File: config.mk
export PLATFORM = sky130hd
export DESIGN_NAME = pmc_power_mode_clock_select
export DESIGN_NICKNAME = d
export VERILOG_FILES = /design/src/hw/pmc_pkg.sv /design/src/hw/pmc_interval_timer.sv /design/src/hw/pmc_clk_gate_cell.sv /design/src/hw/pmc_power_mode_clock_select.sv
export SDC_FILE = /design/constraint.sdc
export NUM_CORES = 1
export LEC_CHECK = 0
export ABC_AREA = 1
export BUFFER_PORTS_ARGS = -buffer_cell sky130_fd_sc_hd__buf_2
export CAP_MARGIN = 5
export CORE_ASPECT_RATIO = 0.8
export CORE_UTILIZATION = 34
export DETAILED_ROUTE_END_ITERATION = 10
export RECOVER_POWER = 50
export SETUP_SLACK_MARGIN = 0.5
export SLEW_MARGIN = 15
export SYNTH_ARGS = -nofsm -noshare
export SYNTH_HDL_FRONTEND = slang
export SYNTH_SLANG_ARGS = --single-unit
File: constraint.sdc
create_clock -name clk -period 1.57 [get_ports clk]
set_input_delay 0.0785 -clock clk [delete_from_list [all_inputs] [get_ports clk]]
set_output_delay 0.0785 -clock clk [all_outputs]
set_load 0.1 [all_outputs]
File: src/hw/pmc_pkg.sv
// constants and types for the power mode and clock select block
// ********************************
// Functional notes
// ********************************
// Functional notes
// source select write switches at once if new source runs, else waits ready
// sleep with idle_on_sleep 0 stops cpu and peripheral clocks
// sleep with idle_on_sleep 1 gates cpu clock, peripherals stay clocked
// select 00 picks primary oscillator; primary run is the reset default
// select 01 requests secondary run, everything clocked from secondary
// in secondary run primary is off, secondary flag set, primary flag clear
// secondary entry waits for an enable plus secondary oscillator ready
// secondary to primary keeps secondary clock until primary is ready
// after switch to primary: secondary flag clear, primary flag set
// select 1x picks internal run from internal oscillator mux
// low select bit ignored whenever high select bit is set
// once on internal mux, primary is shut down, primary flag clear
// internal frequency field writable anytime, takes effect at once
// frequency 000 with source select clear: high/medium off, low used; code keeps high/medium on while medium select is set
// high/medium stable flag set after settling, clocking continues meanwhile
// already stable internal output keeps its stable flag on entry
// internal to primary waits primary ready, then clears internal flags
// low internal oscillator runs on if watchdog or clock-fail monitor on
// frequency 000 picks low unless source select set, then medium/high
// 001/010 medium if medium select else high; 011-111 always high
// start-up timer counts 1024 primary periods, pll adds about 2 ms
// changeover to a ready clock completes within a few periods
// idle_on_sleep at bit 7, clock source select at bits 1:0
// primary flag 0 means not running from the primary oscillator
// clock changeover never shortens a device clock phase
package pmc_pkg;
   // ********************************
   // register map
   // ********************************
   localparam logic [3:0] OFF_CTRL = 4'h0;
   localparam logic [3:0] OFF_CTRL2 = 4'h4;
   localparam logic [3:0] OFF_CTRL3 = 4'h8;
   localparam int CTRL_IOS_BIT = 7;
   localparam int CTRL_IFS_LSB = 4;
   localparam int CTRL_PRDY_BIT = 3;
   localparam int CTRL_HFS_BIT = 2;
   localparam int CTRL_CCS_LSB = 0;
   localparam int CTRL2_SRUN_BIT = 6;
   localparam int CTRL2_MFSEL_BIT = 4;
   localparam int CTRL2_SREQ_BIT = 3;
   localparam int CTRL2_MFS_BIT = 1;
   localparam int CTRL2_LFS_BIT = 0;
   localparam int CTRL3_ISS_BIT = 7;
   localparam int CTRL3_PLL_BIT = 6;
   localparam logic [1:0] RST_CCS = 2'h0;
   localparam logic [2:0] RST_IFS = 3'h0;
   localparam logic [1:0] RESP_OKAY = 2'h0;
   localparam logic [1:0] RESP_SLVERR = 2'h2;
   // ********************************
   // timing
   // ********************************
   localparam int CNT_W = 18;
   localparam int CLK_PERIOD_NS = 10;
   localparam int OST_TICKS = 1024;
   localparam int PLL_LOCK_TIME_US = 2000;
   localparam int PLL_LOCK_CYCLES = (PLL_LOCK_TIME_US * 1000 + CLK_PERIOD_NS - 1) / CLK_PERIOD_NS;
   localparam int INT_SETTLE_CYCLES = 16;
   // ********************************
   // state types
   // ********************************
   typedef enum logic [1:0] {
      MODE_RUN = 2'h0,
      MODE_IDLE = 2'h1,
      MODE_SLEEP = 2'h3
   } pmc_mode_e;
   typedef enum logic [1:0] {
      SRC_PRI = 2'h0,
      SRC_SEC = 2'h1,
      SRC_INT = 2'h3
   } pmc_src_e;
endpackage

File: src/hw/pmc_interval_timer.sv
// interval counter used for start-up, pll lock and internal settling
`timescale 1ns/1ns
module pmc_interval_timer (
   input wire logic clk, // system clock
   input wire logic sys_rst, // synchronous reset
   input wire logic clear, // restart count
   input wire logic tick, // one count per pulse
   input wire logic [pmc_pkg::CNT_W-1:0] limit, // pulses until done
   output logic done // interval elapsed
);
   typedef struct packed {
      logic [pmc_pkg::CNT_W-1:0] count;
      logic done;
   } pmc_tmr_s;
   pmc_tmr_s q;
   pmc_tmr_s next_q;

   // count ticks until limit, hold done until cleared
   always_comb begin
      next_q = q;
      if (clear) begin
         next_q = '0;
      end else if (!q.done && tick) begin
         if (q.count == limit - 1'b1) begin
            next_q.done = 1'b1;
         end else begin
            next_q.count = q.count + 1'b1;
         end
      end
   end

   always_ff @(posedge clk) begin
      if (sys_rst) begin
         q <= '0;
      end else begin
         q <= next_q;
      end
   end

   assign done = q.done;
endmodule

File: src/hw/pmc_clk_gate_cell.sv
// one glitch-free gate leg of the device clock changeover
`timescale 1ns/1ns
module pmc_clk_gate_cell (
   input wire logic clk, // system clock
   input wire logic sys_rst, // synchronous reset
   input wire logic tick, // source period pulse
   input wire logic want, // this source selected and ready
   input wire logic others_off, // every other leg fully off
   input wire logic kill, // clocks stopped, drop at once
   output logic busy, // leg not fully off
   output logic on, // leg passing ticks
   output logic tick_out // gated source pulse
);
   typedef struct packed {
      logic [1:0] stage;
   } pmc_gate_s;
   pmc_gate_s q;
   pmc_gate_s next_q;

   // enable moves only on own source periods, except kill drops it at once, so no phase is cut short
   always_comb begin
      next_q = q;
      if (kill) begin
         next_q.stage = 2'h0;
      end else if (tick) begin
         next_q.stage = {q.stage[0], want & others_off};
      end
   end

   always_ff @(posedge clk) begin
      if (sys_rst) begin
         q <= '0;
      end else begin
         q <= next_q;
      end
   end

   assign busy = |q.stage;
   assign on = q.stage[1];
   assign tick_out = tick & q.stage[1];
endmodule

File: src/hw/pmc_power_mode_clock_select.sv
// power mode controller with glitch-free device clock source changeover
`timescale 1ns/1ns
module pmc_power_mode_clock_select #(
   parameter int PLL_LOCK_CYCLES = pmc_pkg::PLL_LOCK_CYCLES
) (
   input wire logic clk, // system clock, 100 MHz
   input wire logic sys_rst, // synchronous reset, active high
   input wire logic s_axi_awvalid, // write address valid
   output logic s_axi_awready, // write address ready
   input wire logic [3:0] s_axi_awaddr, // write byte address
   input wire logic s_axi_wvalid, // write data valid
   output logic s_axi_wready, // write data ready
   input wire logic [31:0] s_axi_wdata, // write data
   input wire logic [3:0] s_axi_wstrb, // write byte enables
   output logic s_axi_bvalid, // write response valid
   input wire logic s_axi_bready, // write response ready
   output logic [1:0] s_axi_bresp, // write response code
   input wire logic s_axi_arvalid, // read address valid
   output logic s_axi_arready, // read address ready
   input wire logic [3:0] s_axi_araddr, // read byte address
   output logic s_axi_rvalid, // read data valid
   input wire logic s_axi_rready, // read data ready
   output logic [31:0] s_axi_rdata, // read data
   output logic [1:0] s_axi_rresp, // read response code
   input wire logic sleep_exec, // core executes sleep, one pulse
   input wire logic wake_event, // wake request, one pulse
   input wire logic primary_osc_clk, // primary oscillator pin
   input wire logic secondary_osc_clk, // secondary oscillator pin
   input wire logic secondary_osc_ready, // secondary oscillator ready pin
   input wire logic high_freq_osc_clk, // high internal oscillator
   input wire logic low_freq_osc_clk, // low internal oscillator
   input wire logic timer_secondary_osc_enable, // timer asks for secondary
   input wire logic watchdog_enable, // watchdog on
   input wire logic clock_fail_monitor_enable, // clock-fail monitor on
   output logic cpu_clk_en, // cpu clock pulse
   output logic periph_clk_en, // peripheral clock pulse
   output logic primary_osc_enable, // primary oscillator runs
   output logic high_freq_osc_enable, // high/medium internal output on
   output logic low_freq_osc_enable, // low internal oscillator runs
   output logic [1:0] active_source // source clocking the device
);
   typedef struct packed {
      logic [2:0] pri_s;
      logic [2:0] sec_s;
      logic [2:0] hf_s;
      logic [2:0] lf_s;
      logic [1:0] srdy_s;
      logic hf_div;
      logic idle_on_sleep;
      logic [2:0] internal_freq_select;
      logic [1:0] clock_source_select;
      logic medium_freq_select;
      logic secondary_osc_request;
      logic internal_source_select;
      logic pll_enable;
      pmc_pkg::pmc_src_e sel;
      pmc_pkg::pmc_src_e act;
      pmc_pkg::pmc_mode_e mode;
      logic aw_held;
      logic [3:0] awaddr;
      logic w_held;
      logic [7:0] wdata;
      logic wstrb0;
      logic bvalid;
      logic [1:0] bresp;
      logic rvalid;
      logic [7:0] rdata;
      logic [1:0] rresp;
      logic cpu_en;
      logic periph_en;
   } pmc_state_s;
   pmc_state_s q;
   pmc_state_s next_q;

   logic pri_tick;
   logic sec_tick;
   logic hf_tick;
   logic lf_tick;
   logic mf_tick;
   logic int_tick;
   logic sleeping;
   logic sel_low;
   logic sel_med;
   logic int_out_en;
   logic lf_en;
   logic ost_done;
   logic pll_done;
   logic settled;
   logic pri_ready;
   logic sec_ready;
   logic int_ready;
   logic tgt_ready;
   pmc_pkg::pmc_src_e target;
   logic pri_busy;
   logic sec_busy;
   logic int_busy;
   logic pri_on;
   logic sec_on;
   logic int_on;
   logic pri_gt;
   logic sec_gt;
   logic int_gt;
   logic dev_tick;
   logic pri_flag;
   logic sec_flag;
   logic hf_flag;
   logic mf_flag;
   logic lf_flag;
   logic [7:0] rd_mux;
   logic rd_hit;
   logic wr_hit;

   // ********************************
   // source pulses and selection
   // ********************************
   // edges are taken after the second sync stage only
   assign pri_tick = q.pri_s[1] & ~q.pri_s[2];
   assign sec_tick = q.sec_s[1] & ~q.sec_s[2];
   assign hf_tick = q.hf_s[1] & ~q.hf_s[2];
   assign lf_tick = q.lf_s[1] & ~q.lf_s[2];
   assign mf_tick = hf_tick & q.hf_div;
   assign sleeping = (q.mode == pmc_pkg::MODE_SLEEP);

   // internal mux choice follows the frequency field at once
   assign sel_low = (q.internal_freq_select == 3'h0) & ~q.internal_source_select;
   assign sel_med = ~sel_low & q.medium_freq_select & (q.internal_freq_select <= 3'h2);
   assign int_tick = sel_low ? lf_tick : (sel_med ? mf_tick : hf_tick);

   // high bit wins, low bit only matters when high bit is clear
   always_comb begin
      if (q.clock_source_select[1]) begin
         target = pmc_pkg::SRC_INT;
      end else if (q.clock_source_select[0]) begin
         target = pmc_pkg::SRC_SEC;
      end else begin
         target = pmc_pkg::SRC_PRI;
      end
   end

   // ********************************
   // oscillator enables and readiness
   // ********************************
   // primary stays up while starting for, or still draining, its leg
   assign primary_osc_enable = ~sleeping &
      (target == pmc_pkg::SRC_PRI | q.sel == pmc_pkg::SRC_PRI | pri_busy);
   assign int_out_en = ~sleeping & ((q.internal_freq_select != 3'h0) |
      q.internal_source_select | q.medium_freq_select);
   assign high_freq_osc_enable = int_out_en;
   // watchdog and fail monitor keep the low oscillator alive
   assign lf_en = (~sleeping & sel_low & (target == pmc_pkg::SRC_INT |
      q.sel == pmc_pkg::SRC_INT | int_busy)) | watchdog_enable |
      clock_fail_monitor_enable;
   assign low_freq_osc_enable = lf_en;

   // start-up timer counts primary periods after enable
   pmc_interval_timer u_ost (
      .clk(clk),
      .sys_rst(sys_rst),
      .clear(~primary_osc_enable),
      .tick(pri_tick),
      .limit(pmc_pkg::CNT_W'(pmc_pkg::OST_TICKS)),
      .done(ost_done)
   );

   // pll lock wait follows the start-up timer when the pll is used
   pmc_interval_timer u_pll (
      .clk(clk),
      .sys_rst(sys_rst),
      .clear(~ost_done | ~q.pll_enable),
      .tick(1'b1),
      .limit(pmc_pkg::CNT_W'(PLL_LOCK_CYCLES)),
      .done(pll_done)
   );

   // internal output settling after it is turned on
   pmc_interval_timer u_settle (
      .clk(clk),
      .sys_rst(sys_rst),
      .clear(~int_out_en),
      .tick(1'b1),
      .limit(pmc_pkg::CNT_W'(pmc_pkg::INT_SETTLE_CYCLES)),
      .done(settled)
   );

   assign pri_ready = ost_done & (~q.pll_enable | pll_done);
   assign sec_ready = q.srdy_s[1] &
      (q.secondary_osc_request | timer_secondary_osc_enable);
   assign int_ready = sel_low ? lf_en : settled;

   always_comb begin
      unique case (target)
         pmc_pkg::SRC_PRI: tgt_ready = pri_ready;
         pmc_pkg::SRC_SEC: tgt_ready = sec_ready;
         default: tgt_ready = int_ready;
      endcase
   end

   // ********************************
   // glitch-free changeover legs
   // ********************************
   // each leg rises only after every other leg has fully dropped
   pmc_clk_gate_cell u_gate_pri (
      .clk(clk),
      .sys_rst(sys_rst),
      .tick(pri_tick),
      .want(q.sel == pmc_pkg::SRC_PRI & pri_ready),
      .others_off(~sec_busy & ~int_busy),
      .kill(sleeping),
      .busy(pri_busy),
      .on(pri_on),
      .tick_out(pri_gt)
   );

   pmc_clk_gate_cell u_gate_sec (
      .clk(clk),
      .sys_rst(sys_rst),
      .tick(sec_tick),
      .want(q.sel == pmc_pkg::SRC_SEC & sec_ready),
      .others_off(~pri_busy & ~int_busy),
      .kill(sleeping),
      .busy(sec_busy),
      .on(sec_on),
      .tick_out(sec_gt)
   );

   pmc_clk_gate_cell u_gate_int (
      .clk(clk),
      .sys_rst(sys_rst),
      .tick(int_tick),
      .want(q.sel == pmc_pkg::SRC_INT & (int_ready | int_busy)),
      .others_off(~pri_busy & ~sec_busy),
      .kill(sleeping),
      .busy(int_busy),
      .on(int_on),
      .tick_out(int_gt)
   );

   assign dev_tick = pri_gt | sec_gt | int_gt;

   // ********************************
   // status flags
   // ********************************
   assign pri_flag = ~sleeping & (q.act == pmc_pkg::SRC_PRI) & pri_ready;
   assign sec_flag = ~sleeping & (q.act == pmc_pkg::SRC_SEC);
   // internal flags drop once the primary has taken over
   assign hf_flag = int_out_en & settled & ~sel_med & ~sel_low &
      (q.act != pmc_pkg::SRC_PRI);
   assign mf_flag = int_out_en & settled & sel_med &
      (q.act != pmc_pkg::SRC_PRI);
   assign lf_flag = ~sleeping & sel_low & lf_en &
      (q.act != pmc_pkg::SRC_PRI);

   // ********************************
   // register bus
   // ********************************
   assign s_axi_awready = ~q.aw_held & ~q.bvalid;
   assign s_axi_wready = ~q.w_held & ~q.bvalid;
   assign s_axi_bvalid = q.bvalid;
   assign s_axi_bresp = q.bresp;
   assign s_axi_arready = ~q.rvalid;
   assign s_axi_rvalid = q.rvalid;
   assign s_axi_rdata = {24'h000000, q.rdata};
   assign s_axi_rresp = q.rresp;
   assign wr_hit = (q.awaddr == pmc_pkg::OFF_CTRL) | (q.awaddr == pmc_pkg::OFF_CTRL2) |
      (q.awaddr == pmc_pkg::OFF_CTRL3);

   // read data view, reserved bits are zero
   always_comb begin
      rd_mux = 8'h00;
      rd_hit = 1'b1;
      unique case (s_axi_araddr)
         pmc_pkg::OFF_CTRL: begin
            rd_mux[pmc_pkg::CTRL_IOS_BIT] = q.idle_on_sleep;
            rd_mux[pmc_pkg::CTRL_IFS_LSB +: 3] = q.internal_freq_select;
            rd_mux[pmc_pkg::CTRL_PRDY_BIT] = pri_flag;
            rd_mux[pmc_pkg::CTRL_HFS_BIT] = hf_flag;
            rd_mux[pmc_pkg::CTRL_CCS_LSB +: 2] = q.clock_source_select;
         end
         pmc_pkg::OFF_CTRL2: begin
            rd_mux[pmc_pkg::CTRL2_SRUN_BIT] = sec_flag;
            rd_mux[pmc_pkg::CTRL2_MFSEL_BIT] = q.medium_freq_select;
            rd_mux[pmc_pkg::CTRL2_SREQ_BIT] = q.secondary_osc_request;
            rd_mux[pmc_pkg::CTRL2_MFS_BIT] = mf_flag;
            rd_mux[pmc_pkg::CTRL2_LFS_BIT] = lf_flag;
         end
         pmc_pkg::OFF_CTRL3: begin
            rd_mux[pmc_pkg::CTRL3_ISS_BIT] = q.internal_source_select;
            rd_mux[pmc_pkg::CTRL3_PLL_BIT] = q.pll_enable;
         end
         default: rd_hit = 1'b0;
      endcase
   end

   // ********************************
   // next state
   // ********************************
   always_comb begin
      next_q = q;
      // pin synchronisers, third stage only feeds edge detection
      next_q.pri_s = {q.pri_s[1:0], primary_osc_clk};
      next_q.sec_s = {q.sec_s[1:0], secondary_osc_clk};
      next_q.hf_s = {q.hf_s[1:0], high_freq_osc_clk};
      next_q.lf_s = {q.lf_s[1:0], low_freq_osc_clk};
      next_q.srdy_s = {q.srdy_s[0], secondary_osc_ready};
      if (hf_tick) begin
         next_q.hf_div = ~q.hf_div;
      end

      // address and data are taken in either order
      if (s_axi_awvalid && s_axi_awready) begin
         next_q.aw_held = 1'b1;
         next_q.awaddr = s_axi_awaddr;
      end
      if (s_axi_wvalid && s_axi_wready) begin
         next_q.w_held = 1'b1;
         next_q.wdata = s_axi_wdata[7:0];
         next_q.wstrb0 = s_axi_wstrb[0];
      end
      if (q.bvalid && s_axi_bready) begin
         next_q.bvalid = 1'b0;
      end
      if (q.aw_held && q.w_held && !q.bvalid) begin
         next_q.aw_held = 1'b0;
         next_q.w_held = 1'b0;
         next_q.bvalid = 1'b1;
         next_q.bresp = wr_hit ? pmc_pkg::RESP_OKAY : pmc_pkg::RESP_SLVERR;
         if (q.wstrb0 && q.awaddr == pmc_pkg::OFF_CTRL) begin
            next_q.idle_on_sleep = q.wdata[pmc_pkg::CTRL_IOS_BIT];
            next_q.internal_freq_select = q.wdata[pmc_pkg::CTRL_IFS_LSB +: 3];
            next_q.clock_source_select = q.wdata[pmc_pkg::CTRL_CCS_LSB +: 2];
         end
         if (q.wstrb0 && q.awaddr == pmc_pkg::OFF_CTRL2) begin
            next_q.medium_freq_select = q.wdata[pmc_pkg::CTRL2_MFSEL_BIT];
            next_q.secondary_osc_request = q.wdata[pmc_pkg::CTRL2_SREQ_BIT];
         end
         if (q.wstrb0 && q.awaddr == pmc_pkg::OFF_CTRL3) begin
            next_q.internal_source_select = q.wdata[pmc_pkg::CTRL3_ISS_BIT];
            next_q.pll_enable = q.wdata[pmc_pkg::CTRL3_PLL_BIT];
         end
      end

      // read answer one cycle after the address is taken
      if (q.rvalid && s_axi_rready) begin
         next_q.rvalid = 1'b0;
      end
      if (s_axi_arvalid && s_axi_arready) begin
         next_q.rvalid = 1'b1;
         next_q.rdata = rd_mux;
         next_q.rresp = rd_hit ? pmc_pkg::RESP_OKAY : pmc_pkg::RESP_SLVERR;
      end

      // retarget only once the new source can clock the device
      if (!sleeping && target != q.sel && tgt_ready) begin
         next_q.sel = target;
      end
      if (pri_on) begin
         next_q.act = pmc_pkg::SRC_PRI;
      end else if (sec_on) begin
         next_q.act = pmc_pkg::SRC_SEC;
      end else if (int_on) begin
         next_q.act = pmc_pkg::SRC_INT;
      end

      // sleep picks idle or full stop from the bit at that moment
      unique case (q.mode)
         pmc_pkg::MODE_RUN: begin
            if (sleep_exec) begin
               next_q.mode = q.idle_on_sleep ? pmc_pkg::MODE_IDLE : pmc_pkg::MODE_SLEEP;
            end
         end
         pmc_pkg::MODE_IDLE,
         pmc_pkg::MODE_SLEEP: begin
            if (wake_event) begin
               next_q.mode = pmc_pkg::MODE_RUN;
            end
         end
         default: next_q.mode = pmc_pkg::MODE_RUN;
      endcase

      // cpu gated in idle, everything gated in sleep
      next_q.cpu_en = (q.mode == pmc_pkg::MODE_RUN) & dev_tick;
      next_q.periph_en = (q.mode != pmc_pkg::MODE_SLEEP) & dev_tick;
   end

   // state register, primary run after reset
   always_ff @(posedge clk) begin
      if (sys_rst) begin
         q <= '0;
         q.clock_source_select <= pmc_pkg::RST_CCS;
         q.internal_freq_select <= pmc_pkg::RST_IFS;
         q.sel <= pmc_pkg::SRC_PRI;
         q.act <= pmc_pkg::SRC_PRI;
         q.mode <= pmc_pkg::MODE_RUN;
         q.bresp <= pmc_pkg::RESP_OKAY;
         q.rresp <= pmc_pkg::RESP_OKAY;
      end else begin
         q <= next_q;
      end
   end

   assign cpu_clk_en = q.cpu_en;
   assign periph_clk_en = q.periph_en;
   assign active_source = q.act;
endmodule

Word-level counts from Yosys, hierarchy flattened. Cells that the tools add are included.

Add/subtract/negate cells: 3. Multiply operators: 0. Div/mod/pow operators: 0. Magnitude comparators: 1. Equality and inequality tests: 18. Shift operators: 0. Multiplexer cells: 29. Bitwise operators: 82. Reduce and logical (&&, ||, !) cells: 48.

Operator list (count): adder 18 x 1 -> 18 bit, second input constant (3); AND 1 bit (41); NOT 1 bit (25); OR reduction 2 bit (10); equality test 18 x 10 -> 1 bit, second input constant (1); equality test 18 bit, second input constant (1); equality test 18 x 4 -> 1 bit, second input constant (1); OR 1 bit (16); AND reduction 2 bit (8); two-way mux 1 bit (15); logical AND 1 bit (13); two-way mux 2 bit (6); case mux 2 bit (2 select lines) (3); two-way mux 11 bit (1); equality test 2 x 1 -> 1 bit, second input constant (4); equality test 4 x 3 -> 1 bit, second input constant (2); equality test 4 bit, second input constant (2); zero test 2 bit (4); zero test 4 bit (2); nonzero test 2 bit (4); equality test 2 bit, second input constant (3); inequality test 2 bit, second input constant (3); OR reduction 3 bit (2); case mux 1 bit (2 select lines) (2); other kinds (7) (9).

Bits in registers: 125. Bits in latches: 0. Bits in writable memories: 0. Memory bits (read-only): 0. Input bits: 61. Output and inout port bits: 48. Word-level logic and storage cells: 219. Memories kept: 0.

Longest topological paths before layout. Gate-level depths: netlist (run 1).

Depth after elaboration: 12. Depth in mapped cells: 11. Depth with buffers taken out: 10.

Modules after synthesis. Synthesis (run 1) repeated with hierarchy kept, for this count alone.

Cells, all modules: 1345. Area, all modules: 9132.5 µm².

By module, submodules not included: pmc_interval_timer (instances 3, cells each 312, area an instance 2034.5 µm², seq. area each 380.4 µm²); pmc_power_mode_clock_select (instances 1, cells each 361, area an instance 2732.6 µm², seq. area each 1181.1 µm²); pmc_clk_gate_cell (instances 3, cells each 16, area an instance 98.8 µm², seq. area each 40.0 µm²).

Worst setup path after synthesis (run 1). No wires, ideal clock.

Path type: register to register. Start point: reg q (netlist bit s_axi_bvalid). End point: reg q[28] (netlist name). Setup time: 0.125 ns. Data arrival time: 2.739 ns. Required time: 1.445 ns. Path slack: -1.293 ns. Stages on the path, launching flop included: 5. Buffers on the path: 0. Period minus slack after synthesis: 2.863 ns. Cells stage by stage: dfxtp_1 -> nor2_1 -> nand2_1 -> o21ai_0 -> a21oi_1.

Word-level cells in the longest chain between the ends: 3.

RTL lines: from (decl) (line pmc_power_mode_clock_select.sv:72) `pmc_state_s q;`; from (signal assigned) (line pmc_power_mode_clock_select.sv:397) `q <= next_q;`; NOT 1 bit (line pmc_power_mode_clock_select.sv:256) `assign s_axi_awready = ~q.aw_held & ~q.bvalid;`; AND 1 bit (line pmc_power_mode_clock_select.sv:256); net s_axi_awready (line pmc_power_mode_clock_select.sv:9) `output logic s_axi_awready,`; logical AND 1 bit (line pmc_power_mode_clock_select.sv:310) `if (s_axi_awvalid && s_axi_awready) begin`.

The timed path passes the listed nets, and every way through them passes these cells. A chain may end at the register's enable or synchronous reset.

Worst setup path in the final report (run 1).
Start point: reg u_ost.q[2] (netlist name). End point: reg u_ost.q[8] (netlist name).

Word-level cells in the longest chain between the ends: 3. Elaborated cells on any way between the ends: 4. Those cells by class: add/sub (1); eq/ne (1); bitwise (1); reduce/logical (1).

RTL lines: from (decl) (line pmc_interval_timer.sv:15) `pmc_tmr_s q;`; from (signal assigned) (line pmc_interval_timer.sv:36) `q <= next_q;`; parallel branches: the longest is 3 deep, another holds adder 18 x 1 -> 18 bit.

Several ways; the timed one is not identified.

==> flow_metrics.py, run 1 <==
metrics = {
    "drt": {
        "via_per_inst": 4.762,
        "drc": 0,
        "drtIter0Drc": 380,
        "firstDrtPassIters": 5,
        "ant_nets": 0,
        "finalWirelength_um": 18090,
        "top_layer": "met4",
        "met3_length_um": 710,
        "via_count": 6333,
        "wl_per_cell_um": 13.60,
        "met1_length_um": 8541,
        "met2_length_um": 8603,
    },
    "synth": {
        "synth-seq-cells": 122,
        "syn_inst": 914,
        "netlist_area_um2": 6205,
        "synth_top_cell_area_share": 0.3936,
        "yosysSeqAreaShare": 0.3936,
        "syn_avg_cell_area_um2": 6.789,
        "synthTopCellsByArea": "dfxtp_1, nand2_1, nor2_1",
        "synth_area_leader_cell": "dfxtp_1",
        "synth_cell_types": 37,
        "ys_warn_count": 0,
    },
    "worst_setup_path": {
        "crit_family": "buffers and inverters",
        "cp_max_fo": 5,
        "reg2regPathDepth": 10,
        "required_ns": 1.92,
        "r2r_slack_ns": -0.002,
        "arrival_ns": 1.92,
        "crit_path_start_kind": "flip-flop",
        "worstSetupPathType": "flip-flop to flip-flop",
        "crit_path_end_kind": "flip-flop",
        "crit_top_cell": "buf_6",
        "path_buf_inv": 3,
        "max_stage_delay_ns": 0.36,
        "cpMaxStageDelayCell": "dfxtp_4",
        "rr_endpoint": "u_ost.q[8]",
        "critical_path.cell_chain": "ha_4 -> nand2_4 -> nor2_4 -> nand4_4 -> o21bai_4 -> buf_6 -> buf_6 -> clkbuf_16 -> nand2_1 -> a21oi_2",
        "r2r_start": "u_ost.q[2]",
    },
    "sta": {
        "setup_slack_ns": -0.001982,
        "rsz0062_at_grt": "yes",
        "finalSetupViolations": 1,
        "period_share": 1.001,
        "worstMarginPinSlew_ns": 0.9194,
        "max_clock_freq_mhz": 636.1,
        "skew_ns": 0.008612,
        "period_needed_ns": 1.572,
        "hold_violations": 0,
        "finalSetupTns_ns": -0.001982,
        "slew_violations": 0,
        "slew_headroom": 0.3871,
    },
    "cts": {
        "root_buffer": "clkbuf_16",
        "clk_pin_slew_worst_paths_ns": 0.06,
        "clock-sinks": 122,
        "h-tree-depth": 4,
        "cts-buffers-inserted": 17,
        "cts_tree": "done",
        "clockBufferDepth": 2,
        "clock_latency_ns": 0.42,
    },
    "final_layout": {
        "nets": 1156,
        "drive_gt1_frac": 0.4462,
        "fill_cells": 1495,
        "area_growth_pct": 58.06,
        "utilization": 0.5574,
        "diodes": 0,
        "layout_commonest_cell": "nand2_1",
        "layout_common_cells": "nand2_1, nor2_1, inv_1",
    },
    "global_routing": {
        "grt_pass1_vias": 5813,
        "grt_overflow": 0,
        "antenna_found_initial": 0,
        "grt_pass1_wl_um": 27820,
        "grt_max_degree": 32,
        "grt_usage": 0.1864,
    },
    "worst_hold_path": {
        "worstHoldEndpoint": "q[29]",
        "min_path_type": "input pin to flip-flop",
        "hold_path.startpoint": "s_axi_awvalid",
        "hold_depth": 3,
    },
    "status": {
        "violations": "setup timing",
        "status": "complete, but fails checks",
    },
    "placement": {
        "gp_congestion": 0.8339,
        "place_ws_ns": 0.09068,
        "port_buffers": 54,
        "dp.final_hpwl_um": 9996,
    },
    "die": {
        "fp.dieH_um": 122.8,
        "pin_count": 109,
        "rows": 43,
        "die_width_um": 153.0,
        "core-area_um2": 17590,
        "die_area_um2": 18800,
        "initial_core_util": 0.3527,
    },
    "power": {
        "ir_worst_vdd_v": 0.0007012,
        "pwr_density_cell_nw_per_um2": 854.3,
        "p_leak_nw": 4.124,
        "total_power_w": 0.008378,
    },
    "job": {
        "drv_cap": 0,
    },
}
==> sequential cells by signal (all words and copies together) (netlist names) <==
register and count:
active_source 2, cpu_clk_en 1, next_q 9, periph_clk_en 1, q 34, s_axi_bresp 1
s_axi_bvalid 1, s_axi_rdata 8, s_axi_rresp 1, s_axi_rvalid 1, u_gate_int.q 2, u_gate_pri.q 2
u_gate_sec.q 2, u_ost.done 1, u_ost.q 18, u_pll.done 1, u_pll.q 18, u_settle.done 1
u_settle.q 18
==> through the flow <==
| step | hold WS [ns] | instance area, µm² | instances |
|---|---|---|---|
| after floorplan | 0.1855 | 6659 | 939 |
| after global placement | 0.2820 | 6983 | 1182 |
| after detailed placement | 0.2881 | 6983 | 1182 |
| after CTS | 0.004728 | 9283 | 1310 |
| after global routing | 0.01214 | 9807 | 1330 |
| final | 0.01664 | 9807 | 1330 |
==> synth_stat cells, drive strengths merged <==
master	number
nand2	232
nor2	152
dfxtp	122
inv	97
a21oi	82
buf	50
o21ai	49
nand3	40
xor2	22
nand4	17
xnor2	15
nor3	10
clkbuf	7
nand3b	4
ha	3
nor4	2
o21bai	2
a211oi	1
a31oi	1
and3	1
clkinv	1
conb	1
o211ai	1
o21a	1
o22ai	1
==> cells by family after synthesis <==
kind of cell               synth area share
other                             0.0006044
and+or+nand+nor                      0.3061
buffers and inverters                0.1234
xor gates and xnor gates            0.05223
adders and majority gates          0.006050
DFF                                  0.3936
AOI/OAI and AO/OA                    0.1180
==> how the worst max path moves through the flow <==
stage	startpoint	endpoint	slack (ns)	depth (start not counted)
after floorplan	s_axi_rvalid	s_axi_rdata[1]	-0.23	7
after global placement	u_ost.q[1]	u_ost.q[2]	0.10	8
after detailed placement	u_ost.q[3]	u_ost.q[10]	0.09	7
after CTS	q[45]	high_freq_osc_enable	0.03	7
after global routing	u_ost.q[4]	u_ost.q[8]	-0.1	9
final	u_ost.q[2]	u_ost.q[8]	-0.002	10
==> final cells by class <==
type	count	area (µm²)	area share
multi-input cells	665	4219	0.4302
flip-flops and latches	122	2572	0.2623
repair buffers	184	1644	0.1676
clock buffers	20	479.2	0.04886
inverters	98	425.4	0.04338
well taps	225	281.5	0.02871
clock inverters	12	120.1	0.01225
repair inverters	4	65.06	0.006634
==> what timing repair did <==
action,CTS,global route
pin swaps,78,57
setup endpoints to repair,103,110
hold buffers,23,0
resized for setup,262,196
cloned,9,2
hold endpoints to repair,22,0
buffers inserted,64,18
==> report_power, final <==
| group | total, W | switching [W] | internal [W] |
|---|---|---|---|
| combinational | 0.00117 | 0.000849 | 0.000323 |
| clock | 0.00398 | 0.00157 | 0.00241 |
| sequential | 0.00323 | 0.0000754 | 0.00315 |
==> per-layer routing <==
metal / GRT usage / vias to the layer above
li1: - / 3217
met1: 0.2463 / 2954
met2: 0.3028 / 143
met3: 0.03990 / 19
met4: 0.06250 / 0
met5: 0 / -
==> worst register-to-register path: stages (launching register included) <==
cell and delay (ns):
dfxtp_4 0.36, ha_4 0.14, nand2_4 0.05, nor2_4 0.11, nand4_4 0.11, o21bai_4 0.20, buf_6 0.12, buf_6 0.11
clkbuf_16 0.14, nand2_1 0.06, a21oi_2 0.10
Note: power is estimated with default switching activity, not from simulation.
==> inputs of run 2 (changes only) <==
--- a/config.mk
+++ b/config.mk
@@ -5,7 +5,6 @@
 export SDC_FILE = /design/constraint.sdc
 export NUM_CORES = 1
 export LEC_CHECK = 0
-export ABC_AREA = 1
 export BUFFER_PORTS_ARGS = -buffer_cell sky130_fd_sc_hd__buf_2
 export CAP_MARGIN = 5
 export CORE_ASPECT_RATIO = 0.8
==> run 2 against run 1 <==
Against the previous run:
- the flow still finishes with violations (setup timing)
- critical path depth is 4 lower
- global-route usage up 0.93 points
- sequential power is essentially flat
- clock skew increased by 0.0033 ns
- sequential share of layout area increased by 1.7 points
- hold slack better by 0.033 ns
- non-clock buffer count is 47 higher
- final cell count shrank 18%
- register-to-register slack got worse by 0.31 ns
- critical path type is now flip-flop to output port
- largest power group unchanged
==> flow_metrics.py, run 2 <==
metrics = {
    "worst_setup_path": {
        "path_buf_inv": 3,
        "crit_top_cell": "buf_6",
        "max_stage_delay_ns": 0.55,
        "cp_max_fo": 3,
        "r2r_slack_ns": -0.31,
        "rr_endpoint": "cpu_clk_en",
        "worstSetupPathType": "flip-flop to output port",
        "cpMaxStageDelayCell": "or4_4",
        "r2r_start": "q[43]",
        "crit_family": "simple AND/OR/NAND/NOR gates",
        "arrival_ns": 1.83,
        "critical_path.cell_chain": "or4_4 -> buf_6 -> nor2_4 -> buf_6 -> a21oi_4 -> buf_12",
        "crit_path_start_kind": "flip-flop",
        "reg2regPathDepth": 6,
        "required_ns": 1.49,
        "crit_path_end_kind": "output port",
    },
    "cts": {
        "clock_latency_ns": 0.42,
        "cts_tree": "done",
        "clk_pin_slew_worst_paths_ns": 0.06,
        "clockBufferDepth": 2,
        "h-tree-depth": 4,
        "root_buffer": "clkbuf_16",
        "clock-sinks": 122,
        "cts-buffers-inserted": 17,
    },
    "final_layout": {
        "drive_gt1_frac": 0.4714,
        "multi_input_area_um2": 3486,
        "regMostFlops": "q",
        "seq_area_um2": 2539,
        "area_growth_pct": 64.27,
        "layout_common_cells": "buf_4, nor2_1, dfxtp_1",
        "largest_register_ffs": 34,
        "diodes": 0,
        "nets": 925,
        "layout_commonest_cell": "buf_4",
        "design_area_um2": 9105,
        "fill_cells": 1296,
    },
    "global_routing": {
        "grt_use_met2": 0.3378,
        "met1_usage": 0.2349,
        "grt_pass1_wl_um": 25580,
        "met3_usage": 0.05371,
        "grt_pass1_vias": 5323,
        "grt_max_degree": 21,
        "grt_usage": 0.1957,
        "antenna_found_initial": 0,
        "grt_overflow": 0,
        "grt.busiest_layer": "met2",
    },
    "sta": {
        "period_needed_ns": 1.911,
        "setup_slack_ns": -0.3406,
        "finalSetupViolations": 33,
        "max_clock_freq_mhz": 523.4,
        "skew_ns": 0.01193,
        "rsz0062_at_grt": "yes",
        "finalSetupTns_ns": -6.967,
        "slew_violations": 0,
        "period_share": 1.217,
        "hold_violations": 0,
    },
    "synth": {
        "synth-seq-cells": 122,
        "synth_edf_count": 0,
        "ys_warn_count": 0,
        "syn_avg_cell_area_um2": 8.594,
        "synthArstFlopShare": 0,
        "synthTopCellsByCount": "dfxtp_1, nor2_1, nand2_1, buf_4, a21oi_1",
        "netlist_area_um2": 5543,
        "synth_area_leader_cell": "dfxtp_1",
        "yosysMostFrequentCell": "dfxtp_1",
        "syn_inst": 645,
        "synth_top_cell_area_share": 0.4406,
        "synthTopCellsByArea": "dfxtp_1, nor2_1, buf_4",
        "synth_top_flop_cell": "dfxtp_1",
        "yosysSeqAreaShare": 0.4406,
        "synth_cell_types": 58,
    },
    "drt": {
        "via_per_inst": 4.913,
        "via_count": 5350,
        "firstDrtPassIters": 5,
        "ant_nets": 0,
        "wl_per_cell_um": 14.38,
        "drtIter0Drc": 308,
        "drc": 0,
        "finalWirelength_um": 15660,
    },
    "status": {
        "violations": "setup timing",
        "status": "complete, but fails checks",
    },
    "die": {
        "core-area_um2": 15850,
        "pin_count": 109,
        "die_width_um": 144.8,
        "die_area_um2": 16820,
        "fp.dieH_um": 116.2,
        "initial_core_util": 0.3497,
        "rows": 41,
    },
    "power": {
        "total_power_w": 0.008146,
        "ir_worst_vdd_v": 0.0009492,
        "pwr_density_cell_nw_per_um2": 894.6,
        "p_leak_nw": 3.598,
    },
    "job": {
        "drv_cap": 0,
    },
    "placement": {
        "place_area_um2": 7068,
        "place_ws_ns": -0.2372,
        "port_buffers": 54,
        "dp.final_hpwl_um": 10240,
        "gp_congestion": 0.8310,
    },
    "worst_hold_path": {
        "worstHoldEndpoint": "s_axi_rresp[1]",
        "min_path_type": "input pin to flip-flop",
        "hold_path.startpoint": "s_axi_araddr[0]",
        "hold_depth": 3,
    },
}
==> run 2: cell types whose count changed in the layout (fill, tap and decap cells not counted), sizes merged, moves of 9 or more <==
cell and change:
xnor2 -9, nor2 -56, a21oi -47, buf +70, or3 +9, nand3 -19, inv -85, clkbuf -23
o21ai -24, nand2 -190, nor2b +19, mux2i +20, a211oi +9, nor4 +13
==> run 2: timing repair <==
| action | 4_1_cts | 5_1_grt |
|---|---|---|
| gates resized for setup | 185 | 58 |
| endpoints found under the setup margin | 114 | 110 |
| endpoints found under the hold margin | 22 | 0 |
| gates cloned | 2 | 0 |
| hold buffers | 22 | 0 |
| pin swaps | 52 | 40 |
| setup buffers | 31 | 16 |
==> run 2: power by group <==
part	switching, W	internal [W]	leakage (nW)
combinational	0.000733	0.000348	2.31
clock	0.00147	0.00238	0.268
sequential	0.0000638	0.00315	1.02
total	0.00227	0.00588	3.60
==> run 2: final cells by class <==
type / count / area share
repair buffers: 231 / 0.2384
well taps: 215 / 0.02955
clock buffers: 19 / 0.04865
flip-flops and latches: 122 / 0.2788
multi-input cells: 475 / 0.3828
inverters: 14 / 0.006184
clock inverters: 13 / 0.01553
==> run 2: cell families (layout without fill, tap and decap cells) <==
group	Yosys count	count (layout)	synth area share
AND/OR/NAND/NOR	284	285	0.2598
flip-flops	122	122	0.4406
AO/OA/AOI/OAI	102	102	0.1163
buffers and inverters	74	277	0.07675
XOR/XNOR	36	36	0.05688
multiplexers	23	23	0.04221
adder cells (fa/ha/maj)	3	3	0.006773
other	1	26	0.0006766
==> run 2: per-stage QoR <==
stage	cells	util	hold WS, ns
4_1_cts	1073	0.5543	0.03626
3_5_place_dp	986	0.4459	0.2693
3_3_place_gp	986	0.4459	0.2557
2_1_floorplan	670	-	0.1683
6_report	1089	0.5744	0.05009
5_1_grt	1089	0.5744	0.06043
==> run 2: worst register-to-register path, stage by stage (launching register included) <==
cell	delay (ns)
dfxtp_2	0.32
or4_4	0.55
buf_4	0.18
nand2_4	0.06
o32ai_4	0.08
a222oi_1	0.45
nor4_1	0.10
==> run 2: routing by layer <==
| metal | up-vias | wire length [µm] |
|---|---|---|
| met3 | 23 | 636 |
| met5 | - | 0 |
| met4 | 0 | 244 |
| met2 | 119 | 8077 |
| li1 | 2662 | - |
| met1 | 2546 | 6698 |
==> run 2: worst max path at each step <==
stage | start | end | slack, ns | cells after the start
final | q[43] | high_freq_osc_enable | -0.34 | 6
after global routing | q[43] | high_freq_osc_enable | -0.39 | 6
after CTS | q[45] | high_freq_osc_enable | -0.35 | 6
after detailed placement | q[38] | cpu_clk_en | -0.24 | 5
after global placement | q[38] | high_freq_osc_enable | -0.18 | 6
after floorplan | s_axi_rvalid | s_axi_rdata[2] | -0.13 | 5
